`src/hdl/uoef_pkg.sv`:
```
// Constants and carrier types for the OTG event flag block.
// Assumes a 20 MHz ref_clk and a 32-bit register bus.
package uoef_pkg;

  // Clock and timing
  localparam int UOEF_CLK_NS = 50;
  localparam int UOEF_MS_NS = 1000000;
  localparam int UOEF_MS_CYCLES = UOEF_MS_NS / UOEF_CLK_NS;
  localparam int UOEF_IDLE_BIT_TIMES = 16;

  // Register byte offsets
  localparam logic [4:0] UOEF_OFF_OTG_STAT = 5'h00;
  localparam logic [4:0] UOEF_OFF_OTG_MASK = 5'h04;
  localparam logic [4:0] UOEF_OFF_ERR_STAT = 5'h08;
  localparam logic [4:0] UOEF_OFF_ERR_MASK = 5'h0C;
  localparam logic [4:0] UOEF_OFF_CTRL = 5'h10;
  localparam logic [4:0] UOEF_OFF_LINE = 5'h14;

  // Event status field positions
  localparam int UOEF_ID_BIT = 7;
  localparam int UOEF_MS_BIT = 6;
  localparam int UOEF_LSTATE_BIT = 5;
  localparam int UOEF_ACT_BIT = 4;
  localparam int UOEF_SESVD_BIT = 3;
  localparam int UOEF_BVBUS_BIT = 2;
  localparam int UOEF_AVBUS_BIT = 0;
  localparam logic [7:0] UOEF_OTG_IMPL = 8'hFD;

  // Error status field positions
  localparam int UOEF_PID_BIT = 0;
  localparam int UOEF_CRC_EOF_BIT = 1;
  localparam int UOEF_TMO_BIT = 4;
  localparam int UOEF_DMA_BIT = 5;
  localparam logic [7:0] UOEF_ERR_IMPL = 8'h33;

  // Control fields
  localparam int UOEF_HOST_BIT = 0;
  localparam int UOEF_SUSP_BIT = 1;
  localparam logic [7:0] UOEF_CTRL_IMPL = 8'h03;

  // Reset values
  localparam logic [7:0] UOEF_FLAGS_RST = 8'h00;
  localparam logic [7:0] UOEF_MASK_RST = 8'h00;
  localparam logic [7:0] UOEF_CTRL_RST = 8'h00;
  localparam logic [1:0] UOEF_LS_RST = 2'h0;

  // Sampled cable side levels
  typedef struct packed {
    logic id;
    logic dp;
    logic dm;
    logic sess_end;
    logic sess_vld;
  } uoef_pins_t;

  // Events from the packet engine and DMA
  typedef struct packed {
    logic crc5_bad;
    logic sof_zero;
    logic xfer_busy;
    logic pid_bad;
    logic dma_ovf;
    logic dma_unf;
    logic rx_trunc;
    logic bit_tick;
    logic eop;
    logic resp_wait;
  } uoef_link_t;

endpackage

```
`src/hdl/uoef_event_flags.sv`:
```
// OTG event and link error flag logic with an Avalon-MM register slave.
// Assumes all pin and link inputs are synchronous to ref_clk.
`timescale 1ns/10ps
`default_nettype none
module uoef_event_flags
  import uoef_pkg::*;
#(
  parameter int MS_CYC = UOEF_MS_CYCLES
) (
  // Clock and reset
  input wire logic ref_clk,
  input wire logic rstn,
  // Avalon-MM register slave
  input wire logic [4:0] avs_address,
  input wire logic avs_read,
  input wire logic avs_write,
  input wire logic [3:0] avs_byteenable,
  input wire logic [31:0] avs_writedata,
  output logic [31:0] avs_readdata,
  output logic avs_waitrequest,
  // Cable side levels
  input wire uoef_pins_t pins,
  // Packet engine and DMA events
  input wire uoef_link_t link,
  // Mode outputs and interrupt
  output logic host_mode,
  output logic suspend_req,
  output logic irq
);

  localparam int MSW = $clog2(MS_CYC + 1);
  localparam int IDW = $clog2(UOEF_IDLE_BIT_TIMES + 1);
  localparam logic [MSW-1:0] MS_LAST = MSW'(MS_CYC - 1);
  localparam logic [IDW-1:0] IDLE_LIM = IDW'(UOEF_IDLE_BIT_TIMES);

  // All state of the block apart from the flags, which the two flag banks hold
  typedef struct packed {
    logic ack;
    logic [31:0] rdata;
    logic primed;
    uoef_pins_t prev;
    logic [MSW-1:0] ms_cnt;
    logic [MSW-1:0] settle_cnt;
    logic [1:0] ls_stable;
    logic [7:0] otg_mask;
    logic [7:0] err_mask;
    logic [7:0] ctrl;
    logic [IDW-1:0] idle_cnt;
    logic idle_armed;
  } uoef_state_t;

  uoef_state_t q_reg;
  uoef_state_t q_next;

  logic req;
  logic wr_go;
  logic lane0;
  logic [7:0] wbyte;
  logic [7:0] otg_set;
  logic [7:0] err_set;
  logic [7:0] otg_flags;
  logic [7:0] err_flags;
  logic otg_irq;
  logic err_irq;
  logic otg_clr_we;
  logic err_clr_we;
  logic [1:0] ls_now;
  logic ls_moved;
  logic ms_tick;
  logic settle_hit;
  logic tmo_hit;

  // Bus request decode
  assign req = avs_read | avs_write;
  assign wr_go = avs_write & q_reg.ack;
  assign lane0 = avs_byteenable[0];
  assign wbyte = avs_writedata[7:0];
  assign otg_clr_we = wr_go & lane0 & (avs_address == UOEF_OFF_OTG_STAT);
  assign err_clr_we = wr_go & lane0 & (avs_address == UOEF_OFF_ERR_STAT);

  // Line state and its change
  assign ls_now = {pins.dp, pins.dm};
  assign ls_moved = ls_now != {q_reg.prev.dp, q_reg.prev.dm};

  // Free running millisecond timer
  assign ms_tick = q_reg.ms_cnt == MS_LAST;

  // Line held still for a full millisecond
  assign settle_hit = !ls_moved && (q_reg.settle_cnt == MS_LAST);

  // Idle count passes the limit on this bit tick
  assign tmo_hit = q_reg.idle_armed && link.resp_wait && link.bit_tick
                   && (q_reg.idle_cnt == IDLE_LIM);

  // Event sources for the OTG status bank
  always_comb begin
    otg_set = 8'h00;
    if (q_reg.primed) begin
      otg_set[UOEF_ID_BIT] = pins.id != q_reg.prev.id;
      otg_set[UOEF_SESVD_BIT] = pins.sess_end & ~q_reg.prev.sess_end;
      otg_set[UOEF_BVBUS_BIT] = pins.sess_end != q_reg.prev.sess_end;
      otg_set[UOEF_AVBUS_BIT] = pins.sess_vld != q_reg.prev.sess_vld;
      otg_set[UOEF_ACT_BIT] = q_reg.ctrl[UOEF_SUSP_BIT]
                              && (ls_moved || pins.id != q_reg.prev.id
                              || pins.sess_vld != q_reg.prev.sess_vld);
    end
    otg_set[UOEF_MS_BIT] = ms_tick;
    otg_set[UOEF_LSTATE_BIT] = settle_hit && (ls_now != q_reg.ls_stable);
  end

  // Event sources for the error status bank
  always_comb begin
    err_set = 8'h00;
    err_set[UOEF_PID_BIT] = link.pid_bad;
    if (q_reg.ctrl[UOEF_HOST_BIT]) begin
      err_set[UOEF_CRC_EOF_BIT] = link.sof_zero & link.xfer_busy;
    end else begin
      err_set[UOEF_CRC_EOF_BIT] = link.crc5_bad;
    end
    err_set[UOEF_DMA_BIT] = link.dma_ovf | link.dma_unf | link.rx_trunc;
    err_set[UOEF_TMO_BIT] = tmo_hit;
  end

  // OTG event flags
  uoef_flag_bank #(
    .IMPL(UOEF_OTG_IMPL)
  ) u_otg_bank (
    .clk(ref_clk),
    .rstn(rstn),
    .set_in(otg_set),
    .clr_we(otg_clr_we),
    .clr_data(wbyte),
    .mask(q_reg.otg_mask),
    .flags(otg_flags),
    .irq(otg_irq)
  );

  // Link error flags
  uoef_flag_bank #(
    .IMPL(UOEF_ERR_IMPL)
  ) u_err_bank (
    .clk(ref_clk),
    .rstn(rstn),
    .set_in(err_set),
    .clr_we(err_clr_we),
    .clr_data(wbyte),
    .mask(q_reg.err_mask),
    .flags(err_flags),
    .irq(err_irq)
  );

  // Next state of the block
  always_comb begin
    q_next = q_reg;

    // Answer one cycle after the request is seen
    q_next.ack = req & ~q_reg.ack;

    // Read data captured while waitrequest is high
    if (avs_read && !q_reg.ack) begin
      case (avs_address)
        UOEF_OFF_OTG_STAT: begin
          q_next.rdata = {24'h000000, otg_flags};
        end
        UOEF_OFF_OTG_MASK: begin
          q_next.rdata = {24'h000000, q_reg.otg_mask};
        end
        UOEF_OFF_ERR_STAT: begin
          q_next.rdata = {24'h000000, err_flags};
        end
        UOEF_OFF_ERR_MASK: begin
          q_next.rdata = {24'h000000, q_reg.err_mask};
        end
        UOEF_OFF_CTRL: begin
          q_next.rdata = {24'h000000, q_reg.ctrl};
        end
        UOEF_OFF_LINE: begin
          q_next.rdata = {24'h000000, 1'b0, q_reg.ls_stable, pins};
        end
        default: begin
          q_next.rdata = 32'h00000000;
        end
      endcase
    end

    // Register writes on the accepting edge
    if (wr_go && lane0) begin
      case (avs_address)
        UOEF_OFF_OTG_MASK: begin
          q_next.otg_mask = wbyte & UOEF_OTG_IMPL;
        end
        UOEF_OFF_ERR_MASK: begin
          q_next.err_mask = wbyte & UOEF_ERR_IMPL;
        end
        UOEF_OFF_CTRL: begin
          q_next.ctrl = wbyte & UOEF_CTRL_IMPL;
        end
        default: begin
          q_next.ctrl = q_reg.ctrl;
        end
      endcase
    end

    // Pin history; edges count only after the first sample
    q_next.prev = pins;
    q_next.primed = 1'b1;

    // Millisecond timer wraps
    if (ms_tick) begin
      q_next.ms_cnt = '0;
    end else begin
      q_next.ms_cnt = q_reg.ms_cnt + MSW'(1);
    end

    // Settling counter restarts on any line change
    if (ls_moved) begin
      q_next.settle_cnt = '0;
    end else if (settle_hit) begin
      q_next.settle_cnt = q_reg.settle_cnt;
      q_next.ls_stable = ls_now;
    end else begin
      q_next.settle_cnt = q_reg.settle_cnt + MSW'(1);
    end

    // Idle time since the last end of packet
    if (link.eop) begin
      q_next.idle_cnt = '0;
      q_next.idle_armed = link.resp_wait;
    end else if (!link.resp_wait || tmo_hit) begin
      q_next.idle_armed = 1'b0;
    end else if (q_reg.idle_armed && link.bit_tick) begin
      q_next.idle_cnt = q_reg.idle_cnt + IDW'(1);
    end
  end

  // State register
  always_ff @(posedge ref_clk or negedge rstn) begin
    if (!rstn) begin
      q_reg.ack <= 1'b0;
      q_reg.rdata <= 32'h00000000;
      q_reg.primed <= 1'b0;
      q_reg.prev <= '0;
      q_reg.ms_cnt <= '0;
      q_reg.settle_cnt <= '0;
      q_reg.ls_stable <= UOEF_LS_RST;
      q_reg.otg_mask <= UOEF_MASK_RST;
      q_reg.err_mask <= UOEF_MASK_RST;
      q_reg.ctrl <= UOEF_CTRL_RST;
      q_reg.idle_cnt <= '0;
      q_reg.idle_armed <= 1'b0;
    end else begin
      q_reg <= q_next;
    end
  end

  // Bus answer and mode outputs
  assign avs_waitrequest = req & ~q_reg.ack;
  assign avs_readdata = q_reg.rdata;
  assign host_mode = q_reg.ctrl[UOEF_HOST_BIT];
  assign suspend_req = q_reg.ctrl[UOEF_SUSP_BIT];

  // One level interrupt from both banks
  assign irq = otg_irq | err_irq;

endmodule
`default_nettype wire

```
`src/hdl/uoef_flag_bank.sv`:
```
// Bank of eight sticky flags, write one to clear, with interrupt mask.
// Assumes set pulses and clear strobes are synchronous to clk.
`timescale 1ns/10ps
`default_nettype none
module uoef_flag_bank
  import uoef_pkg::*;
#(
  parameter logic [7:0] IMPL = 8'hFF
) (
  // Clock and reset
  input wire logic clk,
  input wire logic rstn,
  // Hardware events
  input wire logic [7:0] set_in,
  // Software clear
  input wire logic clr_we,
  input wire logic [7:0] clr_data,
  // Interrupt gating
  input wire logic [7:0] mask,
  output logic [7:0] flags,
  output logic irq
);

  typedef struct packed {
    logic [7:0] flags_reg;
  } uoef_bank_t;

  uoef_bank_t q_reg;
  uoef_bank_t q_next;

  // Per implemented bit: set beats a clear in the same cycle
  always_comb begin
    q_next = q_reg;
    for (int i = 0; i < 8; i++) begin
      if (!IMPL[i]) begin
        q_next.flags_reg[i] = 1'b0;
      end else if (set_in[i]) begin
        q_next.flags_reg[i] = 1'b1;
      end else if (clr_we && clr_data[i]) begin
        q_next.flags_reg[i] = 1'b0;
      end
    end
  end

  // State register, cleared at power-on
  always_ff @(posedge clk or negedge rstn) begin
    if (!rstn) begin
      q_reg.flags_reg <= UOEF_FLAGS_RST;
    end else begin
      q_reg <= q_next;
    end
  end

  assign flags = q_reg.flags_reg;
  assign irq = |(q_reg.flags_reg & mask);

endmodule
`default_nettype wire

```
`config.mk`:
```
export PLATFORM = sky130hd
export DESIGN_NAME = uoef_event_flags
export DESIGN_NICKNAME = d
export VERILOG_FILES = /design/src/hdl/uoef_pkg.sv /design/src/hdl/uoef_event_flags.sv /design/src/hdl/uoef_flag_bank.sv
export SDC_FILE = /design/constraint.sdc
export NUM_CORES = 1
export LEC_CHECK = 0
export ABC_AREA = 1
export BUFFER_PORTS_ARGS = -buffer_cell sky130_fd_sc_hd__buf_2
export CORE_MARGIN = 10
export CORE_UTILIZATION = 50
export DETAILED_ROUTE_END_ITERATION = 8
export GPL_ROUTABILITY_DRIVEN = 0
export HOLD_SLACK_MARGIN = 0.02
export PLACE_DENSITY = 0.81
export SKIP_LAST_GASP = 1
export SLEW_MARGIN = 10
export SYNTH_ARGS = -nofsm -noshare
export SYNTH_HDL_FRONTEND = slang
export SYNTH_SLANG_ARGS = --single-unit
```
`constraint.sdc`:
```
create_clock -name ref_clk -period 1.61 [get_ports ref_clk]
set_input_delay 0.2415 -clock ref_clk [delete_from_list [all_inputs] [get_ports ref_clk]]
set_output_delay 0.2415 -clock ref_clk [all_outputs]
set_load 0.02 [all_outputs]
```
# Yosys cells after proc, flatten, opt, wreduce, memory -nomap -nowiden
# Cells that the tools add are included.
[op_classes]
n_eq_ne = 15
bitwise = 16
mux = 34
reduce_logical = 47
addsub = 3
[op_table]
columns = ["operator", "count"]
rows = [
  ["case mux 8 bit (6 select lines)", 1],
  ["two-way mux 15 bit", 3],
  ["adder 15 x 1 -> 15 bit (second input constant)", 2],
  ["equality test 15 bit (second input constant)", 2],
  ["two-way mux 1 bit", 26],
  ["nonzero test 2 bit", 13],
  ["logical AND 1 bit", 20],
  ["OR reduction 8 bit", 2],
  ["equality test 5 bit (second input constant)", 3],
  ["equality test 5 x 4 -> 1 bit (second input constant)", 2],
  ["two-way mux 5 bit", 2],
  ["AND reduction 2 bit", 5],
  ["AND 8 bit", 1],
  ["AND 1 bit", 7],
  ["AND 6 bit", 1],
  ["two-way mux 6 bit", 1],
  ["adder 5 x 1 -> 5 bit (second input constant)", 1],
  ["equality test 5 x 3 -> 1 bit (second input constant)", 1],
  ["logical NOT 5 bit", 1],
  ["inequality test 2 bit", 2],
  ["inequality test 2 bit (second input constant)", 2],
  ["OR 1 bit", 4],
  ["logical NOT 1 bit", 3],
  ["logical OR 1 bit", 3],
  ["other kinds (3)", 7],
]
[totals]
output_inout_bits = 36
regBits = 101
wordCells = 142

# Logic depth before layout (Yosys ltp)
# Gate-level depths: netlist (run 1).
[logic_depth]
word_depth = 6
mapped_depth = 9

# Cells and area by module
# A second synthesis (run 1) with hierarchy kept.
[hier_totals]
cells_unflattened = 574
hier_area_um2 = 4464.3
[modules_own_cells]
columns = ["module", "area_each_um2", "cells_each", "seq_area_each_um2", "instances"]
rows = [
  ["uoef_event_flags", 3918.8, 503, 1651.6, 1],
  ["uoef_flag_bank at u_otg_bank", 317.8, 37, 175.2, 1],
  ["uoef_flag_bank at u_err_bank", 227.7, 34, 100.1, 1],
]

# Worst setup path after synthesis (run 1)
# OpenSTA, ideal clock, no wires.
[synth_path]
path_kind = "reg-to-reg"
start = "register q_reg[32] in the netlist's numbering"
end = "register q_reg[46] in the netlist's numbering"
required_ps = 1493
setup_slack_ps = 220
t_arrival_ps = 1273
stages_incl_launch_ff = 9
setup_ps = 117
cell_sequence = "dfrtp_1 > ha_1 > inv_2 > nor2_2 > nand3_1 > nor3_1 > nand2_1 > nand2_1 > nor2_1"
[synth_between]
elab_chain_cells = 3
elab_cells_between_ends = 6
cone_classes = "add/sub: 1; eq/ne: 2; mux: 2; reduce/logical: 1"
[synth_rtl]
columns = ["element", "line_no", "rtl"]
rows = [
  ["from (decl)", "uoef_event_flags.sv:52", "uoef_state_t q_reg;"],
  ["from (signal assigned)", "uoef_event_flags.sv:252", "q_reg <= q_next;"],
  ["adder 15 x 1 -> 15 bit / equality test 15 bit (equally long branches)", "uoef_event_flags.sv:222, uoef_event_flags.sv:89", ""],
  ["two-way mux 15 bit / logical AND 1 bit (equally long branches)", "uoef_event_flags.sv:218, uoef_event_flags.sv:89", ""],
  ["two-way mux 15 bit / inequality test 2 bit (equally long branches)", "--", ""],
]
# Several ways; a longest one is shown, not always the timed one. The select of a mux whose other input is x is not followed.
# A chain may end at the register's enable or synchronous reset.

# Worst setup path after layout (run 1)
[layout_path]
start = "register q_reg[29] in the netlist's numbering"
end = "output irq"
[layout_between]
elab_chain_cells = 3
[layout_rtl]
columns = ["element", "line_no", "rtl"]
rows = [
  ["AND 8 bit", "uoef_flag_bank.sv:55", "assign irq = |(q_reg.flags_reg & mask);"],
  ["OR reduction 8 bit", "uoef_flag_bank.sv:55", ""],
  ["OR 1 bit", "uoef_event_flags.sv:263", "assign irq = otg_irq | err_irq;"],
  ["to (decl)", "uoef_event_flags.sv:28", "output logic irq"],
]
# No other way between the ends.

==> results of run 1 <==
## power by group through the flow
stage / logic (mW) / clock network [mW] / registers [mW]
2_1_floorplan: 0.342 / 0 / 2.08
3_3_place_gp: 0.458 / 0 / 2.09
3_5_place_dp: 0.473 / 0 / 2.10
4_1_cts: 0.524 / 1.55 / 2.05
5_1_grt: 0.594 / 1.61 / 2.07
6_report: 0.539 / 1.53 / 2.06
## worst min-delay path by stage
stage,from,to,slack (ps),depth (start not counted)
2_1_floorplan,rstn,avs_readdata[0]$_DFFE_PN0P_,-50,0
3_3_place_gp,rstn,suspend_req$_DFFE_PN0P_,210,1
3_5_place_dp,rstn,q_reg[63]$_DFF_PN0_,210,1
4_1_cts,pins[0],q_reg[62]$_DFF_PN0_,50,1
5_1_grt,pins[4],q_reg[66]$_DFF_PN0_,50,1
6_report,link[6],u_err_bank.flags[0]$_DFFE_PN0P_,50,2
## per-stage QoR
step / utilization (%) / instance area, sq um / worst slack [ps] / hold WS (ps)
6_report: 59.0 / 4850 / 4.10 / 48.5
5_1_grt: 59.0 / 4850 / -55.1 / 51.2
4_1_cts: 58.2 / 4780 / 3.53 / 46.8
3_5_place_dp: 54.5 / 4480 / 105 / 213
3_3_place_gp: 54.5 / 4480 / 147 / 213
2_1_floorplan: - / 4310 / 220 / -54.1
## layout make-up
| cell class | count | area share [%] |
|---|---|---|
| clock buffer | 13 | 3.28 |
| tap | 105 | 2.71 |
| sequential | 77 | 39.8 |
| timing repair buffer | 67 | 8.86 |
| inverter | 62 | 4.83 |
| multi-input combinational | 378 | 39.7 |
| clock inverter | 3 | 0.904 |
## synthesized netlist by cell type (2+ instances only)
cell	instances	share of area [%]
nor2_2	2	0.30
xor2_1	11	2.3
o21bai_1	2	0.36
buf_4	33	5.9
nand3_1	26	3.1
nand2_1	135	12
o21ai_1	29	3.4
a21oi_1	10	1.2
nor2_4	2	0.53
nor2_1	49	4.4
o21ai_0	4	0.47
o21ai_2	7	1.5
inv_1	50	4.4
a221oi_1	3	0.62
conb_1	2	0.18
xnor2_1	5	1.0
nand3_2	2	0.47
nand4_1	27	4.0
nor3_1	18	2.1
dfrtp_1	77	46
inv_2	10	0.89
ha_1	5	1.5
buf_2	3	0.36
nand2_2	3	0.44
## per-layer routing
metal / up-vias / GRT usage (%) / part of all wire, %
met5: - / 0 / 0
met4: 0 / 6.09 / 2.4
met3: 26 / 3.86 / 6.4
met2: 156 / 25.4 / 48
met1: 1748 / 18.9 / 43
li1: 1799 / - / -
## logic make-up after synthesis
kind of cell / Yosys count
other: 2
DFF: 77
AOI/OAI and AO/OA: 60
and+or+nand+nor: 272
adders and majority gates: 5
xor gates and xnor gates: 16
buffers and inverters: 99
## timing repair
item / in CTS / in global routing
pin swaps: 1 / 4
endpoints found under the hold margin: 31 / 0
hold buffers: 1 / 0
setup endpoints to repair: 1 / 12
buffers inserted: 9 / 5
resized for setup: 5 / 5
==> out/metrics.cfg, run 1 <==
[finish]
final_cell_mix=nand2_1, dfrtp_1, inv_1
multiInputGateArea_sq_um=1920
fin_cells=705
fillCellCount=731
largest_reg_flops=56
seq_area_sq_um=1930
finalNetCount=660
drive_above_1_share_pct=19.3
antennaDiodeCount=0
final_common_cell=nand2_1
area_growth_pct=14.7

[placed_design]
place_inst=674
io_buffers=44
dp_hpwl_um=7230

[power_and_ir_drop]
seqPwrFrac_pct=49.9
p_leak_nw=2.38
p_per_area_nw_per_um2=852
combPwrFrac_pct=13.1
p_sw_mw=1.13
power_frac_clock_pct=37.0
sw_frac_of_total_pct=27.3
total_power_mw=4.13
ir_drop_mv=0.480
internal-power_mw=3.00

[route]
firstDrtPassIters=5
drt_iter0_drc=308
wl_per_cell_um=14.3
drt_wl_total_um=10100
drc=0
drtAntennaViolNets=0
viasPerCell=5.29
vias=3729

[critical_path]
cp.required_ps=1370
critical_path.startpoint_type=register
path_max_fanout=3
crit_path_max_incr_delay_ps=430
crit_type=reg2out
crit_slowest_cell=dfrtp_1
reg2reg_from=q_reg[32]$_DFFE_PN0N_
critPathTopFamily=flip-flops
crit_end=irq
worst-r2r-setup-slack_ps=90
critPathArrivalTime_ps=1360
crit_path_end_kind=output pin
reg2regPathDepth=9
critical_path_buf_inv_count=1
crit_chain=a221oi_2, nand3_1, buf_6
r2r_end=q_reg[31]$_DFFE_PN0P_
path_depth=3
cp-startpoint=q_reg[29]$_DFFE_PN0P_

[worst_hold_path]
hp-class=in2reg

[synthesis]
synth_edf_count=0
synth.area.mux_share_pct=0
syn_area_sq_um=4230
yosysSeqAreaShare_pct=45.6
ys_async_sr_fraction_pct=100
syn_avg_cell_area_sq_um=7.96
ys_warn_count=0
synth_fa_ha_area_share_pct=1.48
synthCells=531
ys_ff_latch=77
synth_top_family_by_area=simple AND/OR/NAND/NOR gates
yosys.area_share.simple_pct=29.0
ys.flop_type=dfrtp_1
synth_xor_area_share_pct=3.32
synth_compound_area_share_pct=8.38
synth.distinct_cells=40

[die]
start_util_pct=51.4
fp.dieH_um=112
chipWidth_um=112
num_rows=33
dieArea_sq_um=12500
core_area_sq_um=8220
num_io_pins=96

[global_routing]
antenna_found_initial=0
grt_pass1_vias=3574
grt_max_degree=34
grt_pass1_wl_um=16400
grtUsageTotal_pct=15.4
overflow=0

[clock_network]
cts_tree=yes
clock_latency_ps=360
root_buffer=clkbuf_8
htreeDepth=3
cts_made_buffers=9
path_clk_slew_ps=80
cts_buffer_depth=2
cts_num_sinks=77

[timing]
final.min_clock_period_ps=1610
rsz0062_at_grt=yes
period_share_pct=99.7
fmax_ghz=0.623
slew_violations=0
finalHoldViolCount=0
clock_skew_ps=8.36
tns_ps=0
setup_viol_count_final=0

[run]
drv_cap=0

[status]
status=finished clean

No activity file was read; power rests on OpenSTA's default activity.
==> run 2, diff against run 1 <==
PLACE_DENSITY = 0.8   (was 0.81)
SYNTH_HIERARCHICAL = 1   (was not set)
==> run 2 against run 1 <==
- the run now ends with negative setup slack left
- clock skew grew 6.5 ps
- power grew 2.2%
- critical endpoint unchanged
- flip-flop and latch count is the same
- synthesized cell count grew 8.1%
==> out/metrics.cfg, run 2 <==
[status]
status=complete, but fails checks  ; was finished clean
violations=negative setup slack

[critical_path]
critical_path_buf_inv_count=1  ; unchanged
crit_slowest_cell=dfrtp_1  ; unchanged
critPathArrivalTime_ps=1480  ; was 1360 ps
crit_chain=nand2_1, nand2_1, nor2_1, nand2_1, or2_4, buf_6  ; was a221oi_2, nand3_1, buf_6
path_depth=6  ; was 3
crit_type=reg2out  ; unchanged
critical_path.startpoint_type=register  ; unchanged
cp.required_ps=1370  ; about the same
reg2regPathDepth=9  ; unchanged
path_max_fanout=2  ; was 3
critPathTopFamily=simple AND/OR/NAND/NOR gates  ; was flip-flops
crit_path_max_incr_delay_ps=400  ; was 430 ps
cpMostUsedCell=nand2_1
crit_path_end_kind=output pin  ; unchanged

[die]
fp.dieH_um=114  ; was 112 um
dieArea_sq_um=13100  ; was 12,500 sq um
num_rows=34  ; was 33
start_util_pct=51.2  ; was 51.4%
chipWidth_um=114  ; was 112 um
num_io_pins=96  ; unchanged
core_area_sq_um=8720  ; was 8220 sq um

[clock_network]
root_buffer=clkbuf_8  ; unchanged
cts_made_buffers=9  ; unchanged
htreeDepth=3  ; unchanged
cts_buffer_depth=2  ; unchanged
cts_num_sinks=77  ; unchanged
clock_latency_ps=360  ; about the same
path_clk_slew_ps=80  ; about the same
cts_tree=yes  ; unchanged

[timing]
final.min_clock_period_ps=1720  ; was 1610 ps
period_share_pct=107  ; was 99.7%
slew_violations=0  ; unchanged
finalHoldViolCount=0  ; unchanged
fmax_ghz=0.580  ; was 0.623 GHz
clock_skew_ps=14.9  ; was 8.36 ps
rsz0062_at_grt=yes  ; unchanged
setup_viol_count_final=1  ; was 0
worst_slack_ps=-113  ; was 4.10 ps

[placed_design]
dp_hpwl_um=7450  ; was 7230 um
place_area_sq_um=4680  ; was 4480 sq um
dp_slack_ps=84.1  ; was 105 ps
io_buffers=44  ; unchanged

[route]
wl_per_cell_um=13.2  ; was 14.3 um
drt_iter0_drc=161  ; was 308
vias=3782  ; was 3,729
firstDrtPassIters=5  ; unchanged
drtAntennaViolNets=0  ; unchanged
drc=0  ; unchanged
drt_wl_total_um=9900  ; was 10,100 um
viasPerCell=5.03  ; was 5.29

[synthesis]
yosys.area_share.simple_pct=30.8  ; was 29.0%
yosysSeqAreaShare_pct=43.2  ; was 45.6%
netlist.area_leader.share_pct=43.2  ; was 45.6%
ys_async_sr_fraction_pct=100  ; unchanged
synth_xor_area_share_pct=3.34  ; was 3.32%
synth_edf_count=0  ; unchanged
synth_fa_ha_area_share_pct=1.40  ; was 1.48%
synth.top_cells.by_count=nand2_1, dfrtp_1, inv_1  ; unchanged
syn_area_sq_um=4460  ; was 4230 sq um
ys_warn_count=6  ; was 0
synth.most_common_cell=nand2_1  ; unchanged
synth_area_leaders=dfrtp_1, nand2_1, buf_4  ; unchanged
synth_compound_area_share_pct=6.95  ; was 8.38%
synth.area.mux_share_pct=0  ; unchanged
synth_top_family_by_area=simple AND/OR/NAND/NOR gates  ; unchanged
yosys.area.top_type=dfrtp_1  ; unchanged
ys_ff_latch=77  ; unchanged
syn_avg_cell_area_sq_um=7.78  ; was 7.96 sq um
synth.distinct_cells=35  ; was 40
synthCells=574  ; was 531
ys.flop_type=dfrtp_1  ; unchanged

[global_routing]
grtUsageTotal_pct=15.1  ; was 15.4%
overflow=0  ; unchanged
grt_pass1_vias=3604  ; was 3,574
antenna_found_initial=0  ; unchanged
grtUsageMet3_pct=4.09  ; was 3.86%
grt_max_degree=36  ; was 34
grt_busiest_layer=met2  ; unchanged
use_met2_pct=24.8  ; was 25.4%
met1_usage_pct=18.5  ; was 18.9%
grt_pass1_wl_um=16400  ; about the same

[power_and_ir_drop]
ir_drop_mv=0.424  ; was 0.480 mV
seqPwrFrac_pct=48.5  ; was 49.9%
combPwrFrac_pct=12.7  ; was 13.1%
p_leak_nw=2.61  ; was 2.38 nW
total_power_mw=4.22  ; was 4.13 mW
p_sw_mw=1.12  ; was 1.13 mW
internal-power_mw=3.10  ; was 3.00 mW
p_per_area_nw_per_um2=835  ; was 852 nW/um^2
sw_frac_of_total_pct=26.5  ; was 27.3%
power_frac_clock_pct=38.9  ; was 37.0%

[finish]
seq_area_sq_um=1930  ; unchanged
finish.instance_area_sq_um=5050  ; was 4850 sq um
largest_reg_flops=56  ; unchanged
fillCellCount=756  ; was 731
final_common_cell=nand2_1  ; unchanged
antennaDiodeCount=0  ; unchanged
finalNetCount=704  ; was 660
area_growth_pct=13.1  ; was 14.7%
fin_util_pct=57.9  ; was 59.0%
drive_above_1_share_pct=17.4  ; was 19.3%
final_cell_mix=nand2_1, dfrtp_1, inv_1  ; unchanged
multiInputGateArea_sq_um=2030  ; was 1920 sq um

[run]
drv_cap=0  ; unchanged

[worst_hold_path]
whs_path_depth=1  ; was 2
hp-class=in2reg  ; unchanged

## run 2: kinds of logic (layout without fill, tap and decap cells)
kind of cell / after synthesis / count (layout)
other: 4 / 30
AO/OA/AOI/OAI: 50 / 50
flip-flops: 77 / 77
buffers and inverters: 119 / 163
adder cells (fa/ha/maj): 5 / 5
AND/OR/NAND/NOR: 302 / 302
XOR/XNOR: 17 / 17
## run 2: path summary, 6_finish.rpt
kind,start,endpoint,slack (ps)
max in group asynchronous,rstn,q_reg[67]$_DFF_PN0_,710
worst max-delay path,u_otg_bank/flags[5]$_DFFE_PN0P_,irq,-110
worst min-delay path,pins[4],q_reg[66]$_DFF_PN0_,50
min in group asynchronous,rstn,q_reg[0]$_DFFE_PN0P_,370
worst min register to register,q_reg[47]$_DFF_PN0_,q_reg[47]$_DFF_PN0_,460
worst max register to register,q_reg[32]$_DFFE_PN0N_,q_reg[32]$_DFFE_PN0N_,130
## run 2: worst register-to-register path, stage by stage (launching register included)
cell,delay [ps]
dfrtp_1,400
ha_2,200
nand2_1,90
nor2_4,120
inv_1,90
nor2_2,160
nand3_2,130
inv_2,130
nand2_1,60
nand2_1,50
## run 2: per-stage QoR
stage,cells,TNS [ps],hold slack (ps)
finish,752,-113,49.4
detailed placement,721,0,221
CTS,745,-65.5,31.9
global route,752,-214,42.0
floorplan,600,0,-54.1
global placement,721,0,218
## run 2: repair_timing
item,in CTS,in global routing
hold buffers,1,0
resized for setup,3,6
gates cloned,0,0
pin swaps,2,4
buffers inserted,7,7
endpoints found under the setup margin,1,13
hold endpoints to repair,31,0
## run 2: power by group through the flow
stage	Combinational, mW	Clock, mW	Sequential [mW]
final	0.534	1.64	2.04
after global routing	0.599	1.75	2.05
after CTS	0.522	1.68	2.04
after detailed placement	0.484	0	2.08
after global placement	0.476	0	2.08
after floorplan	0.366	0	2.07
## run 2: layout make-up
cell class | instances | share of cell area (%)
multi-input combinational | 404 | 40.2
timing repair buffer | 71 | 8.85
sequential | 77 | 38.2
clock buffer | 10 | 2.73
tap | 108 | 2.68
clock inverter | 6 | 1.71
inverter | 76 | 5.65
## run 2: routing by layer
layer | vias up | routed length (um)
met5 | - | 0
met4 | 0 | 146
met3 | 14 | 739
met2 | 114 | 4760
met1 | 1757 | 4250
li1 | 1897 | -
==> run 3, diff against run 2 <==
RECOVER_POWER = 100   (was not set)
==> run 3 against run 2 <==
- the flow still finishes with violations (negative setup slack)
- critical path type unchanged
- power decreased by 0.82%
- wire length shrank 0.62%
- combinational power down 5.1%
- clock skew shrank 1.2 ps
- utilization shrank 1.1 points
- critical endpoint unchanged
- clock power about the same
- worst hold slack gained 15 ps
- non-clock buffer count did not move
- clock-buffer cell count unchanged
- first-iteration DRC count grew 14%
- via count hardly changed
- register-to-register slack got worse by 60 ps
==> out/metrics.cfg, run 3 (synthesis gave the netlist of run 2 again) <==
[clock_network]
clock_latency_ps=360  ; about the same
path_clk_slew_ps=80  ; about the same
cts_num_sinks=77  ; unchanged
cts_buffer_depth=2  ; unchanged
htreeDepth=3  ; unchanged
cts_made_buffers=9  ; unchanged
cts_tree=yes  ; unchanged
root_buffer=clkbuf_8  ; unchanged

[route]
drt_iter0_drc=183  ; was 161
viasPerCell=5.03  ; about the same
firstDrtPassIters=5  ; unchanged
wl_per_cell_um=13.1  ; was 13.2 um
vias=3785  ; was 3,782
drtAntennaViolNets=0  ; unchanged
drc=0  ; unchanged
drt_wl_total_um=9840  ; was 9900 um

[die]
dieArea_sq_um=13100  ; unchanged
num_io_pins=96  ; unchanged
core_area_sq_um=8720  ; unchanged
fp.dieH_um=114  ; unchanged
chipWidth_um=114  ; unchanged
start_util_pct=51.2  ; unchanged
num_rows=34  ; unchanged

[placed_design]
dp_hpwl_um=7450  ; unchanged
place_inst=721  ; unchanged
dp_slack_ps=84.1  ; unchanged
io_buffers=44  ; unchanged

[finish]
antennaDiodeCount=0  ; unchanged
finalNetCount=704  ; unchanged
area_growth_pct=11.0  ; was 13.1%
drive_above_1_share_pct=12.6  ; was 17.4%
fin_cells=752  ; unchanged
final_common_cell=nand2_1  ; unchanged
largest_reg_flops=56  ; unchanged
final_cell_mix=nand2_1, dfrtp_1, inv_1  ; unchanged

[global_routing]
grt_pass1_wl_um=16400  ; unchanged
grtUsageTotal_pct=15.1  ; unchanged
grt_pass1_vias=3604  ; unchanged
grt_max_degree=36  ; unchanged
antenna_found_initial=0  ; unchanged
overflow=0  ; unchanged

[power_and_ir_drop]
internal-power_mw=3.08  ; was 3.10 mW
ir_drop_mv=0.414  ; was 0.424 mV
p_sw_mw=1.10  ; was 1.12 mW
power_frac_clock_pct=39.0  ; was 38.9%
sw_frac_of_total_pct=26.3  ; was 26.5%
combPwrFrac_pct=12.1  ; was 12.7%
seqPwrFrac_pct=48.9  ; was 48.5%
p_leak_nw=2.52  ; was 2.61 nW
p_per_area_nw_per_um2=844  ; was 835 nW/um^2

[timing]
slew-limit-headroom_pct=44.6
final.min_clock_period_ps=1700  ; was 1720 ps
slew_violations=0  ; unchanged
fmax_ghz=0.588  ; was 0.580 GHz
rsz0062_at_grt=yes  ; unchanged
clock_skew_ps=13.7  ; was 14.9 ps
worst_slack_ps=-90.8  ; was -113 ps
worst_slew_pin_slew_ps=831
finalHoldViolCount=0  ; unchanged
setup_viol_count_final=1  ; unchanged
period_share_pct=106  ; was 107%

[status]
status=complete, but fails checks  ; unchanged
violations=negative setup slack  ; unchanged

[worst_hold_path]
hp-class=in2reg  ; unchanged
worstHoldStart=link[6]  ; was pins[4]

[critical_path]
crit_chain=nand2_1, nand2_1, nor2_1, nand2_1, or2_4, buf_6  ; unchanged
cp-startpoint=u_otg_bank/flags[5]$_DFFE_PN0P_  ; unchanged
crit_slowest_cell=dfrtp_1  ; unchanged
cp.required_ps=1370  ; about the same
cpMostUsedCell=nand2_1  ; unchanged
crit_path_end_kind=output pin  ; unchanged
crit_path_max_incr_delay_ps=400  ; about the same
reg2reg_from=q_reg[32]$_DFFE_PN0N_  ; unchanged
crit_type=reg2out  ; unchanged
path_max_fanout=2  ; unchanged
critPathArrivalTime_ps=1460  ; was 1480 ps
critical_path.startpoint_type=register  ; unchanged
critical_path_buf_inv_count=1  ; unchanged
critPathTopFamily=simple AND/OR/NAND/NOR gates  ; unchanged

[run]
drv_cap=0  ; unchanged

run 3: cell count changes in the layout (fill, tap and decap cells not counted), moves of 2 or more:
cell / delta
clkbuf_1: +20
buf_2: -16
buf_4: -8
o21ai_0: +7
o21ai_2: -6
clkbuf_2: +2
clkbuf_4: +2
nor2_1: +2
nor2_2: -2
run 3: worst paths after layout:
kind	endpoint	slack, ps	cells past startpoint
min	u_err_bank/flags[0]$_DFFE_PN0P_	60	3
max	irq	-90	6
min in group asynchronous	q_reg[1]$_DFFE_PN0P_	530	2
max reg2reg	q_reg[30]$_DFFE_PN0P_	70	9
max in group asynchronous	q_reg[67]$_DFF_PN0_	290	3
min reg2reg	q_reg[47]$_DFF_PN0_	460	1
run 3: timing repair:
action	CTS	global route
gates resized for setup	3	6
setup endpoints to repair	1	13
hold buffers	1	0
setup buffers	7	7
endpoints found under the hold margin	31	0
pin swaps	2	4
run 3: worst register-to-register path: stages (launching register included):
cell,delay (ps)
dfrtp_1,390
ha_1,200
nand2_1,100
nor2_4,120
inv_1,80
nor2_1,200
nand3_2,150
inv_2,120
nand2_1,50
nand2_1,60
run 3: power groups by stage:
stage          combinational, mW  sequential [mW]  clock [mW]
6_report                   0.507             2.04        1.63
2_1_floorplan              0.366             2.07           0
3_3_place_gp               0.476             2.08           0
3_5_place_dp               0.484             2.08           0
5_1_grt                    0.575             2.05        1.75
4_1_cts                    0.522             2.04        1.68
run 3: cell type report:
class	instances	area [sq um]
clock inverter	6	86.3
fill	780	3770
clock buffer	10	138
timing repair buffer	71	398
inverter	76	285
multi-input combinational	404	1980
tap	108	135
sequential	77	1930
run 3: through the flow:
step                      cell area (sq um)  hold slack [ps]  utilization, %  setup TNS, ps  power, mW
after floorplan                        4560            -54.1               -              0       2.44
after global placement                 4680              218            53.7              0       2.56
after detailed placement               4680              221            53.7              0       2.57
after global routing                   4950             64.9            56.8           -901       4.38
after CTS                              4980             31.9            57.1          -65.5       4.24
final                                  4950             64.4            56.8          -90.8       4.18
run 3: routing by layer:
layer | global-route usage, % | up-vias | wire length, um
met5 | 0 | - | 0
met4 | 5.35 | 0 | 138
met3 | 4.09 | 17 | 775
met2 | 24.8 | 137 | 4740
met1 | 18.5 | 1731 | 4190
li1 | - | 1900 | -
